`src/rtl/fbs_params.svh`:
```
// Purpose: constants for the FSK byte serial interface
// Assumes: 250 MHz core clock, 1200 baud line
// Notes: times in ns except the carrier hold in ms, counts derived from the clock period
`ifndef FBS_PARAMS_SVH
`define FBS_PARAMS_SVH
`define FBS_CLK_PERIOD_NS 4
`define FBS_BAUD 1200
`define FBS_BIT_TIME_NS (1000000000 / `FBS_BAUD)
`define FBS_BIT_CYCLES (`FBS_BIT_TIME_NS / `FBS_CLK_PERIOD_NS)
`define FBS_HALF_CYCLES (`FBS_BIT_CYCLES / 2)
`define FBS_CD_HOLD_MS 10
`define FBS_CD_HOLD_CYCLES (`FBS_CD_HOLD_MS * 1000000 / `FBS_CLK_PERIOD_NS)
`define FBS_DATA_BITS 8
`define FBS_BUF_BITS 9
`define FBS_CNT_W 32
`define FBS_BITIDX_W 4
`endif

```
`src/rtl/fbs_pkg.sv`:
```
// Purpose: shared types for the FSK byte serial interface
// Assumes: included constants header
// Notes: frame result carried as one packed struct
package fbs_pkg;
  typedef enum logic [2:0] {
    FBS_IDLE,
    FBS_START,
    FBS_DATA,
    FBS_STOP
  } fbs_rx_e;

  // One received frame, handed from the framer to the output logic
  typedef struct packed {
    logic [7:0] data;
    logic stop_bit;
  } fbs_frame_s;
endpackage

```
`src/rtl/fbs_sync.sv`:
```
// Purpose: two-flop synchroniser for pin inputs
// Assumes: single clock, synchronous active-low reset
// Notes: first stage is read only by the second
`timescale 1ns/100ps
module fbs_sync #(
  parameter int WIDTH = 1,
  parameter logic [WIDTH-1:0] INIT = '0
) (
  input wire logic clock,
  input wire logic rst_n,
  input wire logic [WIDTH-1:0] async_in,
  output logic [WIDTH-1:0] sync_out
);
  logic [WIDTH-1:0] meta_q;
  logic [WIDTH-1:0] meta_d;
  logic [WIDTH-1:0] sync_q;
  logic [WIDTH-1:0] sync_d;

  // Next values
  always_comb begin
    meta_d = async_in;
    sync_d = meta_q;
  end

  // Register stages, preset to the idle level
  always_ff @(posedge clock) begin
    if (!rst_n) begin
      meta_q <= INIT;
      sync_q <= INIT;
    end else begin
      meta_q <= meta_d;
      sync_q <= sync_d;
    end
  end

  assign sync_out = sync_q;
endmodule

```
`src/rtl/fbs_carrier_hold.sv`:
```
// Purpose: stretches carrier activity into a held carrier-present flag
// Assumes: activity input already synchronised
// Notes: release only after a full quiet interval
`timescale 1ns/100ps
`include "fbs_params.svh"
module fbs_carrier_hold
  import fbs_pkg::*;
#(
  parameter int HOLD_CYCLES = `FBS_CD_HOLD_CYCLES
) (
  input wire logic clock,
  input wire logic rst_n,
  input wire logic activity,
  output logic carrier_on
);
  logic [`FBS_CNT_W-1:0] quiet_q;
  logic [`FBS_CNT_W-1:0] quiet_d;
  logic on_q;
  logic on_d;

  // Any activity reloads the quiet timer; dropouts are bridged
  always_comb begin
    quiet_d = quiet_q;
    on_d = on_q;
    if (activity) begin
      quiet_d = '0;
      on_d = 1'b1;
    end else if (on_q) begin
      if (quiet_q >= HOLD_CYCLES[`FBS_CNT_W-1:0] - 32'h1) begin
        on_d = 1'b0;
        quiet_d = '0;
      end else begin
        quiet_d = quiet_q + 32'h1;
      end
    end
  end

  always_ff @(posedge clock) begin
    if (!rst_n) begin
      quiet_q <= '0;
      on_q <= 1'b0;
    end else begin
      quiet_q <= quiet_d;
      on_q <= on_d;
    end
  end

  assign carrier_on = on_q;
endmodule

```
`src/rtl/fbs_serial_if.sv`:
```
// Purpose: framer and three-wire output of an FSK caller-id receiver
// Assumes: demodulated bits arrive as a level (1 = mark), async to clock
// Notes: shared output pin is byte ready in FSK mode, tone detect otherwise
// Notes on behaviour
// mode pin low streams, high buffers
// stream mode drives data, clock, ready outputs
// eight clock pulses per received byte
// clock rising edge at bit centre
// no clock pulses for framing bits
// ready low first half of stop bit
// buffer mode loads nine bits mid stop
// external clock edges shift buffered bits out
// reader finishes shifting before next ready
// reader holds clock low around ready fall
// first reader edge releases ready early
// ninth bit out is stop bit
// shared pin shows ready when FSK selected
// mark is one, space is zero
// all timing fixed at 1200 baud
// host decides message end
// no carrier forces idle outputs; the code forces the data pin high in stream mode only
// carrier held through dropouts for 10ms
// resync on start edge, sample at centre
`timescale 1ns/100ps
`include "fbs_params.svh"
module fbs_serial_if
  import fbs_pkg::*;
#(
  parameter int BIT_CYCLES = `FBS_BIT_CYCLES,
  parameter int CD_HOLD_CYCLES = `FBS_CD_HOLD_CYCLES
) (
  input wire logic clock,
  input wire logic rst_n,
  input wire logic demod_bit,
  input wire logic band_activity,
  input wire logic mode_select_pin,
  input wire logic fsk_selected,
  input wire logic tone_detect_n,
  input wire logic serial_bit_clock_in,
  output logic serial_bit_clock_out,
  output logic serial_bit_clock_oe,
  output logic serial_data,
  output logic shared_ready_tone_out,
  output logic carrier_present_n
);
  // Half-bit point derived from the nominal bit period, no rate tracking
  localparam int HALF = BIT_CYCLES / 2;

  // Pin inputs through two flops each
  logic [4:0] pins_s;
  // Reader clock presets low like its idle level, so no false edge after reset
  fbs_sync #(.WIDTH(5), .INIT(5'h1e)) u_sync (
    .clock(clock),
    .rst_n(rst_n),
    .async_in({demod_bit, mode_select_pin, fsk_selected, tone_detect_n, serial_bit_clock_in}),
    .sync_out(pins_s)
  );
  logic bit_s;
  logic mode_s;
  logic fsk_s;
  logic tone_s;
  logic ext_clk_s;
  assign bit_s = pins_s[4];
  assign mode_s = pins_s[3];
  assign fsk_s = pins_s[2];
  assign tone_s = pins_s[1];
  assign ext_clk_s = pins_s[0];

  logic act_s;
  fbs_sync #(.WIDTH(1), .INIT(1'h0)) u_sync_act (
    .clock(clock),
    .rst_n(rst_n),
    .async_in(band_activity),
    .sync_out(act_s)
  );

  logic carrier_on;
  fbs_carrier_hold #(.HOLD_CYCLES(CD_HOLD_CYCLES)) u_cd (
    .clock(clock),
    .rst_n(rst_n),
    .activity(act_s),
    .carrier_on(carrier_on)
  );

  // Framer state
  fbs_rx_e st_q;
  fbs_rx_e st_d;
  logic [`FBS_CNT_W-1:0] cnt_q;
  logic [`FBS_CNT_W-1:0] cnt_d;
  logic [`FBS_BITIDX_W-1:0] idx_q;
  logic [`FBS_BITIDX_W-1:0] idx_d;
  logic [7:0] sh_q;
  logic [7:0] sh_d;
  logic bit_prev_q;
  logic bit_prev_d;
  logic serial_bit_clock_q;
  logic serial_bit_clock_d;
  logic rdy_q;
  logic rdy_d;
  logic [`FBS_CNT_W-1:0] rdy_cnt_q;
  logic [`FBS_CNT_W-1:0] rdy_cnt_d;
  logic frame_done;
  fbs_frame_s frame;

  // Bit timing: resync on start edge, sample centres, emit stream clock
  always_comb begin
    st_d = st_q;
    cnt_d = cnt_q + 32'h1;
    idx_d = idx_q;
    sh_d = sh_q;
    bit_prev_d = bit_s;
    serial_bit_clock_d = serial_bit_clock_q;
    frame_done = 1'b0;
    frame.data = sh_q;
    frame.stop_bit = bit_s;
    if (!carrier_on) begin
      st_d = FBS_IDLE;
      serial_bit_clock_d = 1'b1;
      cnt_d = '0;
    end else begin
      case (st_q)
        FBS_IDLE: begin
          cnt_d = '0;
          serial_bit_clock_d = 1'b1;
          if (bit_prev_q && !bit_s) begin
            st_d = FBS_START;
          end
        end
        FBS_START: begin
          if (cnt_q == HALF[`FBS_CNT_W-1:0] - 32'h1) begin
            if (bit_s) begin
              st_d = FBS_IDLE; // false start, glitch rejected
            end else begin
              st_d = FBS_DATA;
              cnt_d = '0;
              idx_d = '0;
            end
          end
        end
        FBS_DATA: begin
          // Clock low in first half of each data cell, rises at centre
          if (cnt_q == BIT_CYCLES[`FBS_CNT_W-1:0] - 32'h1) begin
            cnt_d = '0;
            serial_bit_clock_d = 1'b1;
            sh_d = {bit_s, sh_q[7:1]};
            if (idx_q == 4'(`FBS_DATA_BITS - 1)) begin
              st_d = FBS_STOP;
            end else begin
              idx_d = idx_q + 4'h1;
            end
          end else if (cnt_q == HALF[`FBS_CNT_W-1:0] - 32'h1) begin
            serial_bit_clock_d = 1'b0;
          end
        end
        FBS_STOP: begin
          serial_bit_clock_d = 1'b1;
          if (cnt_q == BIT_CYCLES[`FBS_CNT_W-1:0] - 32'h1) begin
            frame_done = 1'b1;
            st_d = FBS_IDLE;
            cnt_d = '0;
          end
        end
        default: begin
          st_d = FBS_IDLE;
        end
      endcase
    end
  end

  // Byte ready and nine-bit buffer
  logic [8:0] buf_q;
  logic [8:0] buf_d;
  logic ext_prev_q;
  logic ext_prev_d;
  logic ext_rise;
  logic stop_start;
  assign ext_rise = ext_clk_s && !ext_prev_q;
  // Stop cell begins half a bit after the eighth data centre has been sampled
  assign stop_start = (st_q == FBS_STOP) && (cnt_q == HALF[`FBS_CNT_W-1:0]);

  always_comb begin
    rdy_d = rdy_q;
    rdy_cnt_d = rdy_cnt_q;
    buf_d = buf_q;
    ext_prev_d = ext_clk_s;
    if (!carrier_on) begin
      rdy_d = 1'b1;
      rdy_cnt_d = '0;
    end else if (!mode_s) begin
      // Stream mode: low from stop start for half a bit
      if (stop_start) begin
        rdy_d = 1'b0;
        rdy_cnt_d = '0;
      end else if (!rdy_q) begin
        rdy_cnt_d = rdy_cnt_q + 32'h1;
        if (rdy_cnt_q == HALF[`FBS_CNT_W-1:0] - 32'h2) begin
          rdy_d = 1'b1;
        end
      end
    end else begin
      if (frame_done) begin
        buf_d = {frame.stop_bit, frame.data};
        rdy_d = 1'b0;
        rdy_cnt_d = '0;
      end else begin
        if (ext_rise) begin
          buf_d = {1'b1, buf_q[8:1]};
        end
        if (!rdy_q) begin
          rdy_cnt_d = rdy_cnt_q + 32'h1;
          // Reader edge releases early; a reader that waits sees 1/2400 s
          if (ext_rise || rdy_cnt_q == HALF[`FBS_CNT_W-1:0] - 32'h1) begin
            rdy_d = 1'b1;
          end
        end
      end
    end
  end

  always_ff @(posedge clock) begin
    if (!rst_n) begin
      st_q <= FBS_IDLE;
      cnt_q <= '0;
      idx_q <= '0;
      sh_q <= '0;
      bit_prev_q <= 1'b1;
      serial_bit_clock_q <= 1'b1;
      rdy_q <= 1'b1;
      rdy_cnt_q <= '0;
      buf_q <= 9'h1ff;
      ext_prev_q <= 1'b0;
    end else begin
      st_q <= st_d;
      cnt_q <= cnt_d;
      idx_q <= idx_d;
      sh_q <= sh_d;
      bit_prev_q <= bit_prev_d;
      serial_bit_clock_q <= serial_bit_clock_d;
      rdy_q <= rdy_d;
      rdy_cnt_q <= rdy_cnt_d;
      buf_q <= buf_d;
      ext_prev_q <= ext_prev_d;
    end
  end

  // Output registers; data delayed so edges line up with clock
  logic data_q;
  logic data_d;
  logic clk_out_q;
  logic clk_out_d;
  logic pin_q;
  logic pin_d;
  always_comb begin
    if (!carrier_on && !mode_s) begin
      data_d = 1'b1;
    end else if (mode_s) begin
      data_d = buf_q[0];
    end else begin
      data_d = bit_s;
    end
    clk_out_d = carrier_on ? serial_bit_clock_q : 1'b1;
    pin_d = fsk_s ? rdy_q : tone_s;
  end

  always_ff @(posedge clock) begin
    if (!rst_n) begin
      data_q <= 1'b1;
      clk_out_q <= 1'b1;
      pin_q <= 1'b1;
    end else begin
      data_q <= data_d;
      clk_out_q <= clk_out_d;
      pin_q <= pin_d;
    end
  end

  // Clock pin driven only in stream mode, input in buffer mode
  assign serial_bit_clock_oe = ~mode_s;
  assign serial_bit_clock_out = clk_out_q;
  assign serial_data = data_q;
  assign shared_ready_tone_out = pin_q;
  assign carrier_present_n = ~carrier_on;
endmodule

```
`config.mk`:
```
export PLATFORM = sky130hd
export DESIGN_NAME = fbs_serial_if
export DESIGN_NICKNAME = d
export VERILOG_FILES = /design/src/rtl/fbs_pkg.sv /design/src/rtl/fbs_sync.sv /design/src/rtl/fbs_carrier_hold.sv /design/src/rtl/fbs_serial_if.sv
export VERILOG_INCLUDE_DIRS = /design/src /design/src/rtl
export SDC_FILE = /design/constraint.sdc
export NUM_CORES = 1
export LEC_CHECK = 0
export BUFFER_PORTS_ARGS = -buffer_cell sky130_fd_sc_hd__buf_4
export CAP_MARGIN = 0
export CORE_UTILIZATION = 47
export DETAILED_ROUTE_END_ITERATION = 8
export GPL_ROUTABILITY_DRIVEN = 0
export PLACE_DENSITY = 0.61
export SLEW_MARGIN = 20
export SYNTH_ARGS = -nofsm -noshare
export SYNTH_HDL_FRONTEND = slang
export SYNTH_SLANG_ARGS = --single-unit
```
`constraint.sdc`:
```
create_clock -name clock -period 2.7 [get_ports clock]
set_input_delay 0.405 -clock clock [delete_from_list [all_inputs] [get_ports clock]]
set_output_delay 0.405 -clock clock [all_outputs]
set_load 0.05 [all_outputs]
```
==> results.cfg, run 1 <==
[timing]
drv_slew = 0
fmax_ghz = 0.428
setup_ws_ns = 0.365
finalHoldViolCount = 0
slew_headroom_pct = 52.5
finalCritPeriodShare_pct = 86.5
setup_viol_count_final = 0
fin_worst_skew_ns = 0.00928
fin_tns_setup_ns = 0
period_minus_slack_ns = 2.34
tightest_slew_ns = 0.709
rsz0062_at_grt = no

[clock_network]
cts_buffers = 17
cts-resized-gates = 0
cts_tree = done
cts_hold_buf = 0
htree_num_levels = 4
root_buffer = clkbuf_16
clk_pin_slew_ns = 0.06
clock-sinks = 139
post_cts_buffers = 0
cts_max_path_buffers = 2
clk_latency_ns = 0.42

[yosys]
synth_top_cell_by_area = dfxtp_1
syn_avg_cell_area_um2 = 9.13
ys_warn_count = 0
syn_area_mm2 = 0.00652
netlist_instances = 714
synthArstFlopShare_pct = 0
ys_seq_elements = 139
synthFlopType = dfxtp_1
synth_edf_count = 0
ys_seq_area_share_pct = 42.7
yosysTopAreaCellShare_pct = 42.7
synth_area_leaders = dfxtp_1 (43%), nor2_1 (5.5%), xor2_1 (4.3%)
synth_cell_types = 67
synth_nets = 736

[cells_and_area]
fin_nets = 747
final-seq-area_mm2 = 0.00278
layout_commonest_cell = dfxtp_1
final_cell_area_mm2 = 0.00738
diodes = 0
mostFrequentLayoutCells = dfxtp_1 (139), nor2_1 (96), nand2_1 (45)
fill_cells = 1210
multiInputGateArea_mm2 = 0.00352
drive_gt1_share_pct = 11.9
syn_to_final_growth_pct = 13.1

[routing]
dr.pass1.iters = 5
routed_wl_um = 12800
drc = 0
wl_per_cell_um = 14.1
ant_nets = 0
via_count = 5007
vias_per_cell = 5.48
drtIter0Drc = 315

[worst_hold_path]
holdCritPathClass = input pin to flop

[floorplanning]
start_util_pct = 48.7
dieWidth_um = 120
core-area_mm2 = 0.0134
dieArea_mm2 = 0.0143
pin_count = 13
core.rowCount = 42
die_h_um = 120

[grt]
grtUsageTotal_pct = 19.0
overflow = 0
grt_pass1_vias = 4841
grt_pass1_wl_um = 22000
antenna_found_initial = 0
grt_max_degree = 33

[setup_path]
worst_ep_arrival_time_ns = 2.64
critPathLaunchType = flop
cp.required_ns = 3.00
r2r_slack_ns = 0.36
crit_path_max_fanout = 32
critical_path_class = flop to flop
end_kind = flop

[power]
power_density_mw_per_mm2 = 607
finalPower_mw = 4.47
ir_drop_uv = 524
leakage_nw = 2.55

[run_status]
status = finished, final reports clean

[placement]
place_ws_ns = 0.214
hpwl_um = 8580
io_buffers = 12
place_area_mm2 = 0.00677

[run]
cap_violations = 0
## final timing paths
| kind | from | end | cells past startpoint |
|---|---|---|---|
| setup / recovery | cnt_q[24] | cnt_q[11] | 6 |
| setup reg to reg | cnt_q[24] | cnt_q[11] | 6 |
| hold / removal | mode_select_pin | u_sync.meta_q[3] | 2 |
| hold reg to reg | u_sync.meta_q[1] | u_sync.sync_out[1] | 1 |
## cells in the mapped netlist (all sizes together), types with 2 or more instances
library cell,count
dfxtp,139
nor2,96
nand2,45
nand3,41
nand4,36
xor2,32
xnor2,28
mux2i,24
inv,22
nor4,21
and2,20
clkbuf,20
nor3,16
and3,15
ha,14
buf,12
nand2b,12
and4,10
o21ai,10
a22oi,8
a31o,7
nor4b,7
a21oi,6
a22o,6
a31oi,6
nand3b,6
nor2b,6
o211ai,5
a21bo,3
nand4bb,3
nor3b,3
o311ai,3
or2,3
or4,3
a211oi,2
a21o,2
a41o,2
a41oi,2
o2111ai,2
o31ai,2
or3,2
## report_power, final
part	switching, mW	internal (mW)	leakage [nW]
sequential	0.00634	2.06	1.12
clock	0.906	1.41	0.286
combinational	0.0554	0.0323	1.14
total	0.968	3.51	2.55
## per-layer routing
metal / up-vias / track usage, % / part of all wire [%]
li1: 2565 / - / -
met1: 2358 / 23.6 / 48
met2: 71 / 30.9 / 47
met3: 13 / 5.56 / 3.4
met4: 0 / 7.89 / 1.2
met5: - / 0 / 0
## final cells by class
type                    instances  area share [%]
clock buffers                  19            6.14
clock inverters                13            1.92
inverters                      22            1.12
multi-input cells             521            47.7
flip-flops and latches        139            37.7
well taps                     176            2.99
repair buffers                 24            2.44
## worst max-delay path, stage by stage, from the launching register on
cell	delay [ns]
dfxtp_1	0.35
nor4_2	0.47
nand4_4	0.29
o41ai_4	0.50
a21o_1	0.17
buf_4	0.31
nor2_1	0.11
## per-stage QoR
step | utilization [%] | cells | hold slack [ns]
CTS | 55.0 | 914 | 0.147
global route | 55.0 | 914 | 0.159
global placement | 50.5 | 882 | 0.392
finish | 55.0 | 914 | 0.162
floorplan | - | 714 | 0.386
detailed placement | 50.5 | 882 | 0.397
## state kept, by name, indices dropped and copies added, names as in the netlist, 2 cells and up
signal / flops
cnt_q: 32
rdy_cnt_q: 32
u_cd.quiet_q: 32
buf_q: 9
sh_q: 8
u_sync.meta_q: 5
u_sync.sync_out: 5
idx_q: 4
st_q: 2
## logic make-up (layout without fill, tap and decap cells)
kind of cell             after synthesis  in the layout  synth area share [%]
adder cells (fa/ha/maj)               14             14                  2.69
multiplexers                          25             25                  3.86
AND/OR/NAND/NOR                      350            350                  30.2
flip-flops                           139            139                  42.7
XOR/XNOR                              60             60                  8.06
buffers and inverters                 54             78                  3.57
AO/OA/AOI/OAI                         72             72                  8.94
No activity file was read; power rests on OpenSTA's default activity.
==> run 2: changes to the inputs <==
CELL_PAD_IN_SITES_DETAIL_PLACEMENT = 0   (was not set)
CELL_PAD_IN_SITES_GLOBAL_PLACEMENT = 1   (was not set)
PLACE_DENSITY = 0.75   (was 0.61)
==> results.cfg, run 2 (synthesized netlist as in run 1, its figures left out) <==
[floorplanning]
dieWidth_um = 120
core-area_mm2 = 0.0134
start_util_pct = 48.7
core.rowCount = 42
pin_count = 13
die_h_um = 120
dieArea_mm2 = 0.0143

[power]
combPwrFrac_pct = 2.0
swShare_pct = 21.6
ir_drop_uv = 402
p_sw_mw = 0.958
finalPower_mw = 4.44
power_density_mw_per_mm2 = 601
p_int_mw = 3.48
seqPwrFrac_pct = 46.6
leakage_nw = 2.54
clkPwrFrac_pct = 51.4

[grt]
grt_pass1_wl_um = 22000
grt_max_degree = 33
grtUsageTotal_pct = 19.1
antenna_found_initial = 0
grt_pass1_vias = 4713
overflow = 0

[clock_network]
cts_max_path_buffers = 2
cts_buffers = 17
clk_latency_ns = 0.42
cts-resized-gates = 0
cts_hold_buf = 0
post_cts_buffers = 0
root_buffer = clkbuf_16
clock-sinks = 139
clk_pin_slew_ns = 0.06
cts_tree = done
htree_num_levels = 4

[cells_and_area]
drive_gt1_share_pct = 12.3
final_cell_area_mm2 = 0.00739
reg_top3 = cnt_q (32), rdy_cnt_q (32), u_cd.quiet_q (32)
syn_to_final_growth_pct = 13.3
layout_commonest_cell = dfxtp_1
diodes = 0
mostFrequentLayoutCells = dfxtp_1 (139), nor2_1 (96), nand2_1 (45)
fin_nets = 751
final_cells = 918

[routing]
via_count = 5032
drc = 0
ant_nets = 0
dr.pass1.iters = 4
vias_per_cell = 5.48
wl_per_cell_um = 13.9
routed_wl_um = 12800
drtIter0Drc = 291

[run]
cap_violations = 0

[setup_path]
r2r_slack_ns = 0.34
critical_path_class = flop to flop
critPathBufInv = 1
max_stage_delay_ns = 0.54
end_kind = flop
critPathLaunchType = flop
worst_ep_arrival_time_ns = 2.65
cp_cell_sequence = nor4_2, nand4_4, o41ai_4, a21o_1, buf_4, nor2_1
cp.required_ns = 2.99
crit_path_max_fanout = 32
slowest_stage = o41ai_4
cp_top_family = simple AND/OR/NAND/NOR gates

[placement]
io_buffers = 12
place_area_mm2 = 0.00680
placed_cells = 886
hpwl_um = 8550

[timing]
slew_headroom_pct = 58.0
fin_tns_setup_ns = 0
setup_viol_count_final = 0
fin_worst_skew_ns = 0.00876
drv_slew = 0
period_minus_slack_ns = 2.36
finalHoldViolCount = 0
rsz0062_at_grt = no
finalCritPeriodShare_pct = 87.4
tightest_slew_ns = 0.622
fmax_ghz = 0.424

[worst_hold_path]
holdCritPathClass = input pin to flop

[run_status]
status = finished, final reports clean
run 2: cell types whose count changed in the layout (fill, tap and decap cells not counted), sizes merged:
cell | previous run | this run
buf | 24 | 28
clkinv | 5 | 7
inv | 25 | 23
run 2: worst register-to-register path, delay by kind of cell, from the launching register on:
| kind | cells | cell delay (ns) |
|---|---|---|
| compound gates | 2 | 0.73 |
| buf+inv | 1 | 0.31 |
| flops | 1 | 0.36 |
| simple gates | 3 | 0.85 |
run 2: metrics by stage:
step / hold slack [ns] / setup slack, ns / utilization (%)
finish: 0.166 / 0.340 / 55.1
global route: 0.151 / 0.182 / 55.1
CTS: 0.153 / 0.351 / 55.1
detailed placement: 0.403 / 0.362 / 50.7
global placement: 0.390 / 0.410 / 50.7
floorplan: 0.386 / 0.684 / -
run 2: final timing paths:
path	startpoint	end	depth (start not counted)
setup / recovery	cnt_q[18]	cnt_q[7]	6
hold / removal	demod_bit	u_sync.meta_q[4]	2
hold reg to reg	u_sync.meta_q[3]	u_sync.sync_out[3]	1
setup reg to reg	cnt_q[18]	cnt_q[7]	6
run 2: layout make-up:
cell class / count / area (um^2)
clock buffers: 19 / 443
repair buffers: 28 / 210
flip-flops and latches: 139 / 2780
inverters: 22 / 82.6
clock inverters: 13 / 145
well taps: 176 / 220
fillers: 1247 / 6010
multi-input cells: 521 / 3500
run 2: routing by layer:
metal  wire length [um]  GRT usage (%)  up-vias
met1               6340           24.5     2392
met4                116           6.33        0
met3                347           5.56        9
met2               5990           30.5       53
met5                  0              0        -
li1                   -              -     2578
run 2: power groups by stage:
stage                     clock (mW)  combinational [mW]  sequential (mW)
final                           2.28              0.0886             2.07
after detailed placement           0              0.0892             2.11
after floorplan                    0              0.0602             2.11
after CTS                       2.34              0.0895             2.07
after global placement             0              0.0866             2.11
after global routing            2.42              0.0977             2.07
